$ cat src/pstc_pkg.sv
// Shared constants and carrier types for the module power state controller
package pstc_pkg;

  ////////////////////////////////////////////////////////////////////////////
  // Register map: one aligned word per module in each bank
  localparam logic [11:0] PSTC_STAT_BASE = 12'h800; // Module state status bank
  localparam logic [11:0] PSTC_CTL_BASE = 12'ha00;  // Module state control bank
  localparam logic [11:0] PSTC_CMD_ADDR = 12'h120;  // Domain transition command
  localparam logic [11:0] PSTC_PEND_ADDR = 12'h128; // Domain transition status
  localparam int PSTC_BANK_LSB = 7;                 // Bank select from this bit up
  localparam int PSTC_IDX_W = 5;                    // Module index width
  localparam int PSTC_MAX_MOD = 32;                 // Modules one bank can hold

  ////////////////////////////////////////////////////////////////////////////
  // Field positions
  localparam int PSTC_ST_RSVD1 = 11;  // Reserved status bit that reads one
  localparam int PSTC_ST_MODULE_RESET_STATUS = 10;   // Module reset status
  localparam int PSTC_ST_LDONE = 9;   // Local reset complete
  localparam int PSTC_ST_LOCAL_RESET_STATUS = 8;    // Local reset status
  localparam int PSTC_CTL_FORCE = 31; // Force, skip clock-stop handshakes
  localparam int PSTC_GO_BIT = 0;     // Transition start / pending bit

  ////////////////////////////////////////////////////////////////////////////
  // Module states, next-state codes and status codes
  localparam logic [2:0] PSTC_NS_RSTDIS = 3'h0;  // Reset-disabled
  localparam logic [2:0] PSTC_NS_SYNCRST = 3'h1; // Synchronous reset
  localparam logic [2:0] PSTC_NS_DISABLE = 3'h2; // Clock disabled
  localparam logic [2:0] PSTC_NS_ENABLE = 3'h3;  // Enabled
  localparam logic [5:0] PSTC_CODE_DRAIN = 6'h04; // In transition, draining
  localparam logic [5:0] PSTC_CODE_APPLY = 6'h05; // In transition, applying

  ////////////////////////////////////////////////////////////////////////////
  // Timing: local reset stays asserted this long after module reset release
  localparam int PSTC_CLK_PERIOD_NS = 100;
  localparam int PSTC_LOCAL_RESET_STATUS_TIME_NS = 800;
  localparam int PSTC_LOCAL_RESET_STATUS_CYCLES = (PSTC_LOCAL_RESET_STATUS_TIME_NS + PSTC_CLK_PERIOD_NS - 1) / PSTC_CLK_PERIOD_NS;
  localparam int PSTC_LCNT_W = 4;

  ////////////////////////////////////////////////////////////////////////////
  // Carriers
  typedef struct packed {
    logic force_en;   // Apply next state directly
    logic [2:0] next; // Desired next state
  } pstc_ctl_t;

  typedef struct packed {
    logic [5:0] code; // Present state or transition code
    logic clk_en;     // Module clock enable
    logic rst_b;      // Module reset, low asserted
    logic local_reset_status_b;     // Local reset, low asserted
    logic local_reset_status_done;  // Local reset sequence finished
  } pstc_mod_t;

endpackage

$ cat src/pstc_top.sv
// Module power state controller: register file and per-module sequencers
//
// The register addresses and strobed register access are this design's own decisions.
`timescale 1ns/1ps
`default_nettype none
module pstc_top
  import pstc_pkg::*;
#(
  parameter int N_MOD = 32,
  parameter int CPU_IDX = 14
) (
  input wire logic clk,                    // System clock, 10 MHz
  input wire logic rst_b,                  // Asynchronous reset, low active
  input wire logic ce,                     // Clock enable
  input wire logic [11:0] addr,            // Register byte address
  input wire logic [31:0] wdata,           // Write data
  input wire logic wr_en,                  // Write strobe
  input wire logic rd_en,                  // Read strobe
  output logic [31:0] rdata_q,             // Read data, cycle after strobe
  input wire logic [N_MOD-1:0] mod_busy,   // Bus access outstanding per module
  output logic [N_MOD-1:0] mod_clk_en,     // Module clock enables
  output logic [N_MOD-1:0] mod_rst_b,      // Module resets, low asserted
  output logic cpu_local_reset_status_b                  // Processor local reset, low asserted
);

  initial begin
    if (N_MOD < 1 || N_MOD > PSTC_MAX_MOD) $error("N_MOD out of range");
    if (CPU_IDX < 0 || CPU_IDX >= N_MOD) $error("CPU_IDX out of range");
  end

  pstc_ctl_t ctl_q [N_MOD];
  pstc_mod_t mod_s [N_MOD];
  wire logic [N_MOD-1:0] pend_s;
  logic [31:0] stat_word [N_MOD];
  logic [31:0] ctl_word [N_MOD];

  ////////////////////////////////////////////////////////////////////////////
  // Address decode
  wire logic [PSTC_IDX_W-1:0] idx = addr[PSTC_BANK_LSB-1:2];
  wire logic idx_ok = (addr[1:0] == 2'h0) && ({27'h0, idx} < 32'(N_MOD));
  wire logic ctl_hit = idx_ok && (addr[11:PSTC_BANK_LSB] == PSTC_CTL_BASE[11:PSTC_BANK_LSB]);
  wire logic stat_hit = idx_ok && (addr[11:PSTC_BANK_LSB] == PSTC_STAT_BASE[11:PSTC_BANK_LSB]);
  wire logic cmd_hit = addr == PSTC_CMD_ADDR;
  wire logic pend_hit = addr == PSTC_PEND_ADDR;
  // start only on a command write
  wire logic go = ce && wr_en && cmd_hit && wdata[PSTC_GO_BIT];
  wire logic any_pend = |pend_s;

  ////////////////////////////////////////////////////////////////////////////
  // Control registers, one per module; writes to reserved bits are dropped
  always_ff @(posedge clk or negedge rst_b) begin
    if (!rst_b) begin
      for (int i = 0; i < N_MOD; i++) begin
        ctl_q[i] <= '{force_en: 1'b0, next: PSTC_NS_RSTDIS};
      end
    end else if (ce && wr_en && ctl_hit) begin
      ctl_q[idx] <= '{force_en: wdata[PSTC_CTL_FORCE], next: wdata[2:0]};
    end
  end

  ////////////////////////////////////////////////////////////////////////////
  // One sequencer per module, plus its read words
  for (genvar g = 0; g < N_MOD; g++) begin : g_mod
    pstc_mod_fsm #(
      .IS_CPU(g == CPU_IDX)
    ) u_fsm (
      .clk(clk),
      .rst_b(rst_b),
      .ce(ce),
      .ctl(ctl_q[g]),
      .go(go),
      .bus_busy(mod_busy[g]),
      .mod(mod_s[g]),
      .pending_q(pend_s[g])
    );
    assign stat_word[g] = {20'h0, 1'b1, mod_s[g].rst_b, mod_s[g].local_reset_status_done, mod_s[g].local_reset_status_b, 2'h0,
                           mod_s[g].code};
    assign ctl_word[g] = {ctl_q[g].force_en, 28'h0, ctl_q[g].next};
  end

  // Module outputs gathered in one process, so each output vector has a single driver
  always_comb begin
    for (int i = 0; i < N_MOD; i++) begin
      mod_clk_en[i] = mod_s[i].clk_en;
      mod_rst_b[i] = mod_s[i].rst_b;
    end
  end

  assign cpu_local_reset_status_b = mod_s[CPU_IDX].local_reset_status_b;

  ////////////////////////////////////////////////////////////////////////////
  // Read selection; unmapped addresses read zero
  wire logic [31:0] rd_sel = stat_hit ? stat_word[idx] :
                             ctl_hit ? ctl_word[idx] :
                             pend_hit ? {31'h0, any_pend} : 32'h0;

  // Read data register; holds for the one enabled cycle after the strobe, and stays frozen while ce is low
  always_ff @(posedge clk or negedge rst_b) begin
    if (!rst_b) begin
      rdata_q <= 32'h0;
    end else if (ce) begin
      rdata_q <= rd_en ? rd_sel : 32'h0;
    end
  end

  logic chk_stat_q, chk_ctl_q, chk_pend_q, chk_any_q;
  logic [PSTC_IDX_W-1:0] chk_idx_q;
  logic [N_MOD-1:0] chk_rst_q;
  always_ff @(posedge clk or negedge rst_b) begin
    if (!rst_b) begin
      chk_stat_q <= 1'b0;
      chk_ctl_q <= 1'b0;
      chk_idx_q <= '0;
      chk_rst_q <= '0;
      chk_pend_q <= 1'b0;
      chk_any_q <= 1'b0;
    end else begin
      chk_stat_q <= ce && rd_en && stat_hit;
      chk_ctl_q <= ce && rd_en && ctl_hit;
      chk_idx_q <= idx;
      chk_rst_q <= mod_rst_b;
      chk_pend_q <= ce && rd_en && pend_hit;
      chk_any_q <= any_pend;
    end
  end
endmodule
`default_nettype wire

$ cat src/pstc_mod_fsm.sv
// State sequencer for one gated module
`timescale 1ns/1ps
`default_nettype none
module pstc_mod_fsm
  import pstc_pkg::*;
#(
  parameter bit IS_CPU = 1'b0
) (
  input wire logic clk,          // System clock
  input wire logic rst_b,        // Asynchronous reset, low active
  input wire logic ce,           // Clock enable, freezes state when low
  input wire pstc_ctl_t ctl,     // Programmed control fields
  input wire logic go,           // Domain transition start pulse
  input wire logic bus_busy,     // Access to this module outstanding
  output var pstc_mod_t mod,     // Module outputs and status
  output logic pending_q         // Transition in progress
);

  typedef enum logic [2:0] {ST_STABLE = 3'b001, ST_DRAIN = 3'b010, ST_APPLY = 3'b100} pstc_st_t;

  initial begin
    if (PSTC_LOCAL_RESET_STATUS_CYCLES < 1 || PSTC_LOCAL_RESET_STATUS_CYCLES >= (1 << PSTC_LCNT_W)) $error("local reset count out of range");
  end

  pstc_st_t st_q, st_d;
  logic [2:0] tgt_q;
  logic [5:0] code_q;
  logic clk_en_q, rst_q, local_reset_status_q, done_q;
  logic [PSTC_LCNT_W-1:0] lcnt_q;

  ////////////////////////////////////////////////////////////////////////////
  // Decode of the request
  wire logic tgt_ok = ctl.next <= PSTC_NS_ENABLE;
  wire logic tgt_clk_on = (ctl.next == PSTC_NS_ENABLE) || (ctl.next == PSTC_NS_SYNCRST);
  wire logic changes = code_q != {3'h0, ctl.next};
  wire logic start = go && tgt_ok && changes && (st_q == ST_STABLE);
  wire logic need_drain = clk_en_q && !tgt_clk_on && !ctl.force_en;
  wire logic apply_clk = (tgt_q == PSTC_NS_ENABLE) || (tgt_q == PSTC_NS_SYNCRST);
  wire logic apply_rst = (tgt_q == PSTC_NS_ENABLE) || (tgt_q == PSTC_NS_DISABLE);
  // Module reset as it stands after this edge, so local reset drops on the same edge
  wire logic rst_next = (st_q == ST_APPLY) ? apply_rst : rst_q;

  // Next state of the sequencer
  always_comb begin
    st_d = st_q;
    case (st_q)
      ST_STABLE: if (start) st_d = need_drain ? ST_DRAIN : ST_APPLY;
      ST_DRAIN: if (!bus_busy || ctl.force_en) st_d = ST_APPLY;
      ST_APPLY: st_d = ST_STABLE;
      default: st_d = ST_STABLE;
    endcase
  end

  ////////////////////////////////////////////////////////////////////////////
  // Sequencer and outputs; control registers live elsewhere, so a clock stop loses nothing
  always_ff @(posedge clk or negedge rst_b) begin
    if (!rst_b) begin
      st_q <= ST_STABLE;
      tgt_q <= PSTC_NS_RSTDIS;
      code_q <= {3'h0, PSTC_NS_RSTDIS};
      clk_en_q <= 1'b0;
      rst_q <= 1'b0;
    end else if (ce) begin
      st_q <= st_d;
      if (start) tgt_q <= ctl.next;
      if (st_d == ST_DRAIN) code_q <= PSTC_CODE_DRAIN;
      else if (st_d == ST_APPLY) code_q <= PSTC_CODE_APPLY;
      if (st_q == ST_APPLY) begin
        code_q <= {3'h0, tgt_q};
        clk_en_q <= apply_clk;
        rst_q <= apply_rst;
      end
    end
  end

  ////////////////////////////////////////////////////////////////////////////
  // Local reset of the processor module trails the module reset release
  always_ff @(posedge clk or negedge rst_b) begin
    if (!rst_b) begin
      local_reset_status_q <= 1'b0;
      done_q <= 1'b0;
      lcnt_q <= '0;
    end else if (ce) begin
      if (!rst_next) begin
        local_reset_status_q <= 1'b0;
        done_q <= 1'b0;
        lcnt_q <= '0;
      end else if (lcnt_q == PSTC_LCNT_W'(PSTC_LOCAL_RESET_STATUS_CYCLES)) begin
        local_reset_status_q <= 1'b1;
        done_q <= local_reset_status_q;
      end else begin
        lcnt_q <= lcnt_q + 1'b1;
      end
    end
  end

  // Status assembly; other modules report local reset released and done
  assign mod.code = code_q;
  assign mod.clk_en = clk_en_q;
  assign mod.rst_b = rst_q;
  // done reads one off the processor
  assign mod.local_reset_status_b = IS_CPU ? local_reset_status_q : 1'b1;
  assign mod.local_reset_status_done = IS_CPU ? done_q : 1'b1;
  assign pending_q = st_q != ST_STABLE;
endmodule
`default_nettype wire

$ cat config.mk
export PLATFORM = sky130hd
export DESIGN_NAME = pstc_top
export DESIGN_NICKNAME = d
export VERILOG_FILES = /design/src/pstc_pkg.sv /design/src/pstc_top.sv /design/src/pstc_mod_fsm.sv
export SDC_FILE = /design/constraint.sdc
export NUM_CORES = 1
export LEC_CHECK = 0
export BUFFER_PORTS_ARGS = -buffer_cell sky130_fd_sc_hd__buf_2
export CORE_MARGIN = 2
export CORE_UTILIZATION = 40
export CTS_BUF_LIST = sky130_fd_sc_hd__clkbuf_16
export DETAILED_ROUTE_END_ITERATION = 8
export SYNTH_ARGS = -nofsm -noshare
export SYNTH_HDL_FRONTEND = slang
export SYNTH_SLANG_ARGS = --single-unit
$ cat constraint.sdc
create_clock -name clk -period 4.4 [get_ports clk]
set_input_delay 0.88 -clock clk [delete_from_list [all_inputs] [get_ports clk]]
set_output_delay 0.88 -clock clk [all_outputs]
set_load 0.02 [all_outputs]
; ---- Yosys cells after proc, flatten, opt, wreduce, memory -nomap -nowiden
; Index checks and enable logic that the tools add are counted.
; W data, S select, Z words.
[classes]
n_addsub = 1
magnitude_cmp = 34
reduce_logical = 523
n_mux = 244
n_eq_ne = 391
bitwise_logic = 1
[op_table]
columns = cell, count
row1 = $mux W6, 96
row2 = $eq A3 B2 Y1 const B, 160
row3 = $bmux W32 S5, 2
row4 = $eq A3 B1 Y1 const B, 96
row5 = $mux W3, 96
row6 = $mux W32, 7
row7 = $reduce_and A2 Y1, 98
row8 = $eq A3 B3 Y1 const B, 64
row9 = $ne A6 B3 Y1, 32
row10 = $pmux W3 S2, 32
row11 = $logic_and A1 B1 Y1, 167
row12 = $bwmux W128, 1
row13 = $logic_or A1 B1 Y1, 128
row14 = $le A3 B2 Y1 const B, 32
row15 = $logic_not A1 Y1, 96
row16 = $ne A3 B1 Y1 const B, 32
row17 = $reduce_bool A3 Y1, 32
row18 = $reduce_or A32 Y1, 1
row19 = $eq A12 B9 Y1 const B, 2
row20 = $demux W4 S5, 1
row21 = $mux W4, 3
row22 = $eq A5 B5 Y1 const B, 2
row23 = $ge A6 B6 Y1 const B, 1
row24 = $lt A6 B1 Y1 const B, 1
row25 = 6 further kinds, 12
[word_totals]
wordCells = 1422
ff_bits = 614

; ---- Longest topological paths before layout
; Gate-level depths: netlist (run 1).
[depth]
depth_word = 12
depth_mapped = 9
ltp_nobuf = 7

; ---- Modules after synthesis
; From an unflattened synthesis (run 1), not the netlist that was laid out.
[unflattened]
hier_cells = 2765
area_unflattened_um2 = 30239.0
[by_module_without_submodules]
columns = mod, cells_each, area_per_inst_um2, seq_area_each_um2, instances
row1 = pstc_mod_fsm (g_mod[0].u_fsm ...), 63, 644.4, 276.5, 27
row2 = pstc_top, 712, 9241.4, 3478.3, 1
row3 = pstc_mod_fsm (g_mod[6].u_fsm ...), 65, 664.4, 276.5, 4
row4 = pstc_mod_fsm (g_mod[14].u_fsm), 92, 942.2, 426.7, 1

; ---- Worst setup path after synthesis (run 1)
; OpenSTA, ideal clock, no wires.
[synth_timing]
kind = in2reg
start = input addr[2]
end = register rdata_q[31]
stages = 7
t_required_ns = 4.278
path_buffers = 3
slack_ns = 1.849
arrival_time_ns = 2.430
cell_sequence = buf_4 -> buf_6 -> buf_4 -> mux4_2 -> a22oi_1 -> nand4_1 -> a32o_1
[synth_between]
elab_chain_len = 7
word_cells_on_any_way = 10
cone_classes = mux (9) / bitwise (1)
[synth_lines]
columns = item, line
row1 = "start, declared", pstc_top.sv:15  ; input wire logic [11:0] addr,
row2 = $not A5 Y6 (not written as such) *, "pstc_top.sv:93, pstc_top.sv:94"
row3 = $bmux W32 S5, pstc_top.sv:94  ; ctl_hit ? ctl_word[idx] :
row4 = $mux W32 (not written as such) (2 in series), pstc_top.sv:94
row5 = $mux W32, pstc_top.sv:94
row6 = $mux W32 *, pstc_top.sv:93  ; wire logic [31:0] rd_sel = stat_hit ? stat_word[idx] :
row7 = $mux W32 *, pstc_top.sv:102  ; rdata_q <= rd_en ? rd_sel : 32'h0;
row8 = "end signal, assigned", pstc_top.sv:102
row9 = "end, declared", pstc_top.sv:19  ; output logic [31:0] rdata_q,
; Every way passes the cells marked *; elsewhere a longest branch is shown, timed or not. The select of a mux whose other input is x is not followed.
; A chain may end at the register's enable or synchronous reset.

; ---- Worst setup path after layout (run 1)
[layout_timing]
start = register g_mod[8].u_fsm.st_q[0]
end = register rdata_q[0]
[layout_between]
elab_chain_len = 6
[layout_lines]
columns = item, line
row1 = "start, declared", pstc_mod_fsm.sv:25  ; pstc_st_t st_q, st_d;
row2 = "start signal, assigned", pstc_mod_fsm.sv:64  ; st_q <= st_d;
row3 = $ne A3 B1 Y1, pstc_mod_fsm.sv:104  ; assign pending_q = st_q != ST_STABLE;
row4 = $reduce_or A32 Y1, pstc_top.sv:47  ; wire logic any_pend = |pend_s;
row5 = $mux W1, pstc_top.sv:95  ; pend_hit ? {31'h0, any_pend} : 32'h0;
row6 = $mux W32, pstc_top.sv:94
row7 = $mux W32, pstc_top.sv:93
row8 = $mux W32, pstc_top.sv:102
; No other way between the ends.

==> summary.md, run 1 <==
| Metric | Value |
|---|---|
| Synth cell types | 86 |
| Switching Fraction | 26.3% |
| Initial antenna violation count | 4 |
| Setup violations, final | 0 |
| WS Path Type | flip-flop to flip-flop |
| CORE AREA | 64,500 µm² |
| Root Buffer | clkbuf_16 |
| H-tree levels | 2 |
| Crit path launch type | flip-flop |
| Power Total | 11.0 mW |
| Site Rows | 93 |
| CP endpoint kind | flip-flop |
| Most frequent cells in the layout | dfrtp_1, nor2_1, mux2_2, inv_1, a21oi_1 |
| Cell-internal power | 8.14 mW |
| Clock skew | 14.7 ps |
| Hold Crit Class | input port to async pin |
| Post-synthesis sequential area ratio | 47.6% |
| # DRC | 0 |
| Worst EP required | 4880 ps |
| Clk pwr share | 43.7% |
| WL final | 74,200 µm |
| Area share of xor/xnor cells in the synthesized design | 2.15% |
| Worst-Skew Late Latency | 610 ps |
| CTS Sinks | 494 |
| TritonCTS buffer count | 54 |
| CTS tree | built |
| Critical Path AT | 3330 ps |
| First-pass GRT wire length | 116,000 µm |
| Mux contribution to synthesized area | 14.1% |
| Placer Congestion | 0.948 |
| Bufs on Longest Clock Path | 3 |
| Net Sw Power | 2.90 mW |
| Final Critical Period | 2850 ps |
| VDD IR max | 0.288 mV |
| Die area | 67,200 µm² |
| RSZ-0062 raised after global routing | no |
| Sequential power share | 45.9% |
| Die Wd | 259 µm |
| Post-CTS Setup Inserts | 0 |
| Cell Pwr Density | 382 nW/µm² |
| Number of fill cells | 6,041 |
| Status | finished, final reports clean |
| Global route total overflow | 0 |
| Combinational Power Share | 10.4% |
| Pre-antenna DRT Iters | 5 |
| Maxcap violations | 0 |
| Drt initial violations | 1,528 |
| Largest family of logic cells by synthesized area | simple AND/OR/NAND/NOR gates |
| Slew @ Worst Pin | 980 ps |
| Routed Antenna Nets | 0 |
| Fin crit share | 64.8% |
| Area of the multi-input gates | 12,200 µm² |
| CP Max Fanout | 7 |
| Final Net Count | 2,501 |
| DR vias/cell | 5.71 |
| Synth Area in Compound Gates | 12.7% |
| Synth async-reset ratio | 100% |
| Lkg Pwr | 13.1 nW |
| Max-slew violation count | 0 |
| Prevailing post-synth register cell | dfrtp_1 |
| Syn_area_per_cell | 11.0 µm² |
| DIE HEIGHT | 259 µm |
| DPL Wire Length | 53,300 µm |
| Yosys warns | 0 |
| Initial Util | 40.4% |
| Routed WL per cell | 22.4 µm |
| Layout cell share with drive strength beyond 1 | 23.9% |
| Hold Violations, Final | 0 |
| Io pins | 178 |
| Worst hold slack | 347 ps |
| Flop and latch count out of synthesis | 494 |
| Slew HR | 34.5% |
| Worst-path clk slew | 70 ps |
| Fmax | 351 MHz |
| Post-synth EDFFs | 0 |
| Vias in the first global route | 19,200 |
| CTS resizes | 0 |
| Register area | 12,400 µm² |
| Commonest non-fill, non-tap cell in the layout | dfrtp_1 |
| Port bufs | 125 |
| Number of cells produced by synthesis | 2,360 |
| DR vias | 19,000 |
| Post-Syn Area | 26,000 µm² |
| GRT Total Usage | 22.2% |
| Final TNS setup | 0 ps |
| Simple-Gate Fraction of Synth Area | 17.2% |
| Largest net degree at the start of global routing | 172 |
| # hold bufs at CTS | 0 |
| Post-Synth Adder-Cell Area | 0.0961% |
| Synth-to-Final Area Change | 11.1% |
-- critical path, stage by stage, from the launching register on --
cell and delay, ps:
dfstp_2 590, nor3b_1 800, nand4_1 360, nor4_1 330, a311oi_1 130, or4_1 510
-- worst paths after layout --
| path | start | end | slack [ps] | cells after the start |
|---|---|---|---|---|
| hold / removal | rst_b | g_mod[22].u_fsm.clk_en_q | 350 | 1 |
| setup reg to reg | g_mod[8].u_fsm.st_q[0] | rdata_q[0] | 1550 | 5 |
| hold reg to reg | rdata_q[11] | rdata_q[11] | 490 | 1 |
| max in group asynchronous | rst_b | g_mod[25].u_fsm.st_q[0] | 3010 | 2 |
| setup / recovery | g_mod[8].u_fsm.st_q[0] | rdata_q[0] | 1550 | 5 |
| min in group clk | rdata_q[11] | rdata_q[11] | 490 | 1 |
-- registers in the layout (all words and copies together) (netlist names) --
| register | cells |
|---|---|
| g_mod.u_fsm.done_q | 1 |
| g_mod.u_fsm.local_reset_status_q | 1 |
| ctl_q | 128 |
| g_mod.u_fsm.tgt_q | 96 |
| rdata_q | 8 |
| g_mod.u_fsm.code_q | 96 |
| g_mod.u_fsm.clk_en_q | 32 |
| g_mod.u_fsm.lcnt_q | 4 |
| g_mod.u_fsm.st_q | 96 |
| g_mod.u_fsm.rst_q | 32 |
-- per-stage QoR --
stage / worst slack [ps] / util (%) / instance area, µm² / std cells
floorplan: 1850 / - / 26100 / 2383
global placement: 997 / 42.0 / 27100 / 3217
detailed placement: 982 / 42.0 / 27100 / 3217
CTS: 1620 / 44.9 / 28900 / 3317
global route: 1480 / 44.9 / 28900 / 3318
finish: 1550 / 44.9 / 28900 / 3320
-- metal layers --
metal  up-vias  global-route usage (%)  routed length (µm)
met1      9651                    29.7               32500
met2       554                    35.9               34600
met4         6                    7.47                2340
li1       8614                       -                   -
met3       134                    4.79                4780
met5         -                       0                  37
-- cells in the mapped netlist, drive strengths merged, types with 6 or more instances --
cell type,count,area (µm²)
nand3,40,205
a22oi,17,128
o22ai,8,50.1
nand2b,76,475
nor2,190,721
a21oi,132,661
inv,132,495
nor4b,39,460
a32o,6,60.1
buf,126,920
nand4,10,68.8
o21a,29,218
nor3b,73,564
o31ai,11,96.3
xor2,62,543
mux2i,34,340
nand2,85,322
nor2b,68,425
a31oi,6,37.5
dfstp,32,841
o21ai,84,428
a31o,28,245
mux4,52,1170
nand3b,6,45.0
nor4,32,230
nor3,90,787
mux2,192,2160
o311ai,30,263
a2bb2oi,24,210
a211oi,47,353
a21o,6,45.0
dfrtp,462,11600
clkbuf,44,165
o22a,26,228
-- final cells by class --
cell class / instances / share of cell area [%]
clock inverter: 43 / 1.53
antenna: 3 / 0.0259
clock buffer: 57 / 4.93
inverter: 132 / 1.72
multi-input combinational: 1587 / 42.0
tap: 855 / 3.70
timing repair buffer: 149 / 3.20
sequential: 494 / 42.9
-- kinds of logic (layout without fill, tap and decap cells) --
group,Yosys count,after routing
and+or+nand+nor,733,733
DFF,494,494
AOI/OAI and AO/OA,486,486
buffers and inverters,302,381
muxes,278,278
xor gates and xnor gates,64,64
adders and majority gates,2,2
other,1,27
-- power groups by stage --
stage	clock (mW)	combinational, mW	sequential [mW]
after CTS	4.91	1.16	5.06
final	4.83	1.15	5.06
after global placement	0	1.13	5.13
after detailed placement	0	1.15	5.14
after global routing	5.10	1.26	5.10
after floorplan	0	0.812	5.04
Note: power is estimated with default switching activity, not from simulation.
==> inputs of run 2 (changes only) <==
--- a/config.mk
+++ b/config.mk
@@ -5,6 +5,7 @@
 export SDC_FILE = /design/constraint.sdc
 export NUM_CORES = 1
 export LEC_CHECK = 0
+export ABC_AREA = 1
 export BUFFER_PORTS_ARGS = -buffer_cell sky130_fd_sc_hd__buf_2
 export CORE_MARGIN = 2
 export CORE_UTILIZATION = 40
==> constraint.sdc (replaced) <==
create_clock -name clk -period 2.47 [get_ports clk]
set_input_delay 0.494 -clock clk [delete_from_list [all_inputs] [get_ports clk]]
set_output_delay 0.494 -clock clk [all_outputs]
set_load 0.02 [all_outputs]
==> summary.md, run 2 <==
| Metric | Value |
|---|---|
| Status | finished, final reports clean (unchanged) |
| Grt met3 use | 3.79% (was 4.79%) |
| Synth cell types | 44 (was 86) |
| # placed instances | 4,557 (was 3,217) |
| Reg2Reg Setup Slack | 550 ps (was 1550 ps) |
| Pre-CTS setup slack | 99.4 ps (was 982 ps) |
| CP Max Fanout | 3 (was 7) |
| Initial Util | 40.6% (was 40.4%) |
| Site Rows | 94 (was 93) |
| DR vias/cell | 5.14 (was 5.71) |
| Global route total overflow | 0 (unchanged) |
| M1 GR Usage | 33.7% (was 29.7%) |
| Busiest grt layer | met2 (unchanged) |
| Worst hold slack | 206 ps (was 347 ps) |
| Prevailing post-synth register cell | dfrtp_1 (unchanged) |
| Most frequent cells in the layout | nand2_1, inv_1, dfrtp_1, nor2_1, o21ai_0 (was dfrtp_1, nor2_1, mux2_2, inv_1, a21oi_1) |
| Post-Syn Area | 26,800 µm² (was 26,000 µm²) |
| CTS Sinks | 494 (unchanged) |
| Clk pwr share | 39.9% (was 43.7%) |
| Routed WL per cell | 17.6 µm (was 22.4 µm) |
| Most common cell in the netlist | nand2_1 (was dfrtp_1) |
| Hold Violations, Final | 0 (unchanged) |
| Worst R2R End | g_mod[27].u_fsm.code_q[2] (was rdata_q[0]) |
| Crit. Startpoint | g_mod[27].u_fsm.st_q[0] (was g_mod[8].u_fsm.st_q[0]) |
| Routed Antenna Nets | 0 (unchanged) |
| Cell-internal power | 14.5 mW (was 8.14 mW) |
| Cell taking the most area after synthesis | dfrtp_1 (unchanged) |
| Hold Crit Class | input port to flip-flop (was input port to async pin) |
| Final Net Count | 3,835 (was 2,501) |
| Post-synthesis sequential area ratio | 46.3% (was 47.6%) |
| Syn_area_per_cell | 7.39 µm² (was 11.0 µm²) |
| Bufs on Longest Clock Path | 3 (unchanged) |
| Final TNS setup | 0 ps (unchanged) |
| Die area | 69,000 µm² (was 67,200 µm²) |
| Io pins | 178 (unchanged) |
| Initial antenna violation count | 6 (was 4) |
| CTS resizes | 0 (unchanged) |
| Combinational Power Share | 15.0% (was 10.4%) |
| Crit path launch type | flip-flop (unchanged) |
| Number of cells produced by synthesis | 3,621 (was 2,360) |
| Finished Cell Area | 30,400 µm² (was 28,900 µm²) |
| Fin crit share | 77.8% (was 64.8%) |
| Fmax | 521 MHz (was 351 MHz) |
| Cell Pwr Density | 679 nW/µm² (was 382 nW/µm²) |
| Final Critical Period | 1920 ps (was 2850 ps) |
| # hold bufs at CTS | 1 (was 0) |
| H-tree levels | 2 (unchanged) |
| Setup violations, final | 0 (unchanged) |
| Non-filler cells in the finished layout | 4,663 (was 3,320) |
| CTS tree | built (unchanged) |
| Post-CTS Setup Inserts | 0 (unchanged) |
| WS Path Type | flip-flop to flip-flop (unchanged) |
| WL final | 81,900 µm (was 74,200 µm) |
| VDD IR max | 0.577 mV (was 0.288 mV) |
| Clock skew | 24.2 ps (was 14.7 ps) |
| Number of fill cells | 6,628 (was 6,041) |
| Largest cells by area after synthesis | dfrtp_1, nand2_1, inv_1 (was dfrtp_1, mux2_2, mux4_2) |
| Commonest non-fill, non-tap cell in the layout | nand2_1 (was dfrtp_1) |
| Flop and latch count out of synthesis | 494 (unchanged) |
| Lkg Pwr | 14.9 nW (was 13.1 nW) |
| Cell Area, Placed | 28,600 µm² (was 27,100 µm²) |
| Layout cell share with drive strength beyond 1 | 12.0% (was 23.9%) |
| DR vias | 24,000 (was 19,000) |
| Largest net degree at the start of global routing | 147 (was 172) |
| Synth-to-Final Area Change | 13.4% (was 11.1%) |
| TritonCTS buffer count | 56 (was 54) |
| Hold Crit Endpoint | g_mod[28].u_fsm.st_q[1] |
| First-pass GRT wire length | 130,000 µm (was 116,000 µm) |
| Synth cell count leaders | nand2_1, inv_1, dfrtp_1 (was dfrtp_1, nor2_1, mux2_2) |
| Met2 Track Usage GR | 37.8% (was 35.9%) |
| Slew HR | 53.0% (was 34.5%) |
| Critical Path AT | 2430 ps (was 3330 ps) |
| Yosys top cell area share | 43.2% (was 44.4%) |
| Reg2Reg Depth | 9 (was 5) |
| GRT Total Usage | 23.8% (was 22.2%) |
| RSZ-0062 raised after global routing | no (unchanged) |
| # DRC | 0 (unchanged) |
| CORE AREA | 66,000 µm² (was 64,500 µm²) |
| Root Buffer | clkbuf_16 (unchanged) |
| Net Sw Power | 6.10 mW (was 2.90 mW) |
| R2r startpoint | g_mod[27].u_fsm.st_q[0] (was g_mod[8].u_fsm.st_q[0]) |
| Sequential power share | 45.1% (was 45.9%) |
| Worst EP required | 2980 ps (was 4880 ps) |
| Hold wc startpoint | mod_busy[28] |
| Flip-flop count of the largest register after layout | 128 (unchanged) |
| Top reg by flops | ctl_q (unchanged) |
| Synth async-reset ratio | 100% (unchanged) |
| Switching Fraction | 29.6% (was 26.3%) |
| Vias in the first global route | 22,900 (was 19,200) |
| DPL Wire Length | 59,900 µm (was 53,300 µm) |
| Drt initial violations | 2,122 (was 1,528) |
| Yosys warns | 0 (unchanged) |
| Slew @ Worst Pin | 705 ps (was 980 ps) |
| Max-slew violation count | 0 (unchanged) |
| CP endpoint kind | flip-flop (unchanged) |
| Port bufs | 125 (unchanged) |
| Worst Hold Depth | 3 |
| DIE HEIGHT | 263 µm (was 259 µm) |
| Worst-path clk slew | 60 ps (was 70 ps) |
| Maxcap violations | 0 (unchanged) |
| Pre-antenna DRT Iters | 5 (unchanged) |
| Final worst slack | 549 ps (was 1550 ps) |
| Worst-Skew Late Latency | 620 ps (was 610 ps) |
| Post-synth EDFFs | 0 (unchanged) |
| Die Wd | 263 µm (was 259 µm) |
| Placer Congestion | 0.892 (was 0.948) |
## run 2: cell count changes after synthesis, sizes merged, moves of 60 or more
| cell | before | now |
|---|---|---|
| nor2b | 68 | 0 |
| nor2 | 190 | 457 |
| xor2 | 62 | 2 |
| a21oi | 132 | 69 |
| mux2 | 192 | 0 |
| o21ai | 84 | 298 |
| nand2b | 76 | 0 |
| nand2 | 85 | 1002 |
| inv | 132 | 477 |
| nand3 | 40 | 283 |
| nand4 | 10 | 117 |
| nor3b | 73 | 0 |
## run 2: worst max path at each step
stage	end	cells past startpoint	slack, ps
floorplan	g_mod[5].u_fsm.code_q[0]	13	620
global placement	rdata_q[10]	11	110
detailed placement	g_mod[17].u_fsm.code_q[0]	14	100
CTS	rdata_q[0]	9	560
global route	g_mod[27].u_fsm.code_q[2]	9	420
finish	g_mod[27].u_fsm.code_q[2]	9	550
## run 2: through the flow
step                      util (%)  total power, mW
after floorplan                  -             11.5
after CTS                     46.0             20.8
after global placement        43.3             12.5
after global routing          46.0             21.6
after detailed placement      43.3             12.5
final                         46.0             20.6
## run 2: power by group through the flow
| stage | Sequential, mW | Combinational, mW | Clock (mW) |
|---|---|---|---|
| floorplan | 9.26 | 2.23 | 0 |
| finish | 9.30 | 3.09 | 8.22 |
| global placement | 9.42 | 3.05 | 0 |
| detailed placement | 9.42 | 3.09 | 0 |
| global route | 9.38 | 3.50 | 8.76 |
| CTS | 9.29 | 3.11 | 8.38 |
## run 2: cell families (layout without fill, tap and decap cells)
group,count (synthesis),in the layout,share of synthesized area [%]
simple gates,1972,1972,32.6
buf+inv,657,811,10.9
flops,494,494,46.3
compound gates,479,479,9.55
xor+xnor,16,16,0.524
fa+ha+maj,2,2,0.0935
other cells,1,25,0.0140
## run 2: layout make-up
cell class                      instances  area [µm²]  area share [%]
Antenna cell                            1        2.50         0.00824
Timing Repair Buffer                  230        1710            5.63
Tap cell                              864        1080            3.56
Multi-Input combinational cell       2493       11600            38.2
Clock buffer                           57        1430            4.70
Sequential cell                       494       12400            40.9
Inverter                              477        1790            5.90
Clock inverter                         47         359            1.18
## run 2: per-layer routing
layer,wire [µm],up-vias
met3,5230,123
met2,37100,714
li1,-,11800
met1,37500,11300
met4,2060,4
met5,22,-
## run 2: critical path, stage by stage, from the launching register on
cell and delay (ps):
dfstp_2 550, nand3_1 270, nor2_1 300, nand3_1 110
nor2_1 170, nor2_1 90, nand4_2 110, nand2_2 70
nand2_1 80, nand2_1 60
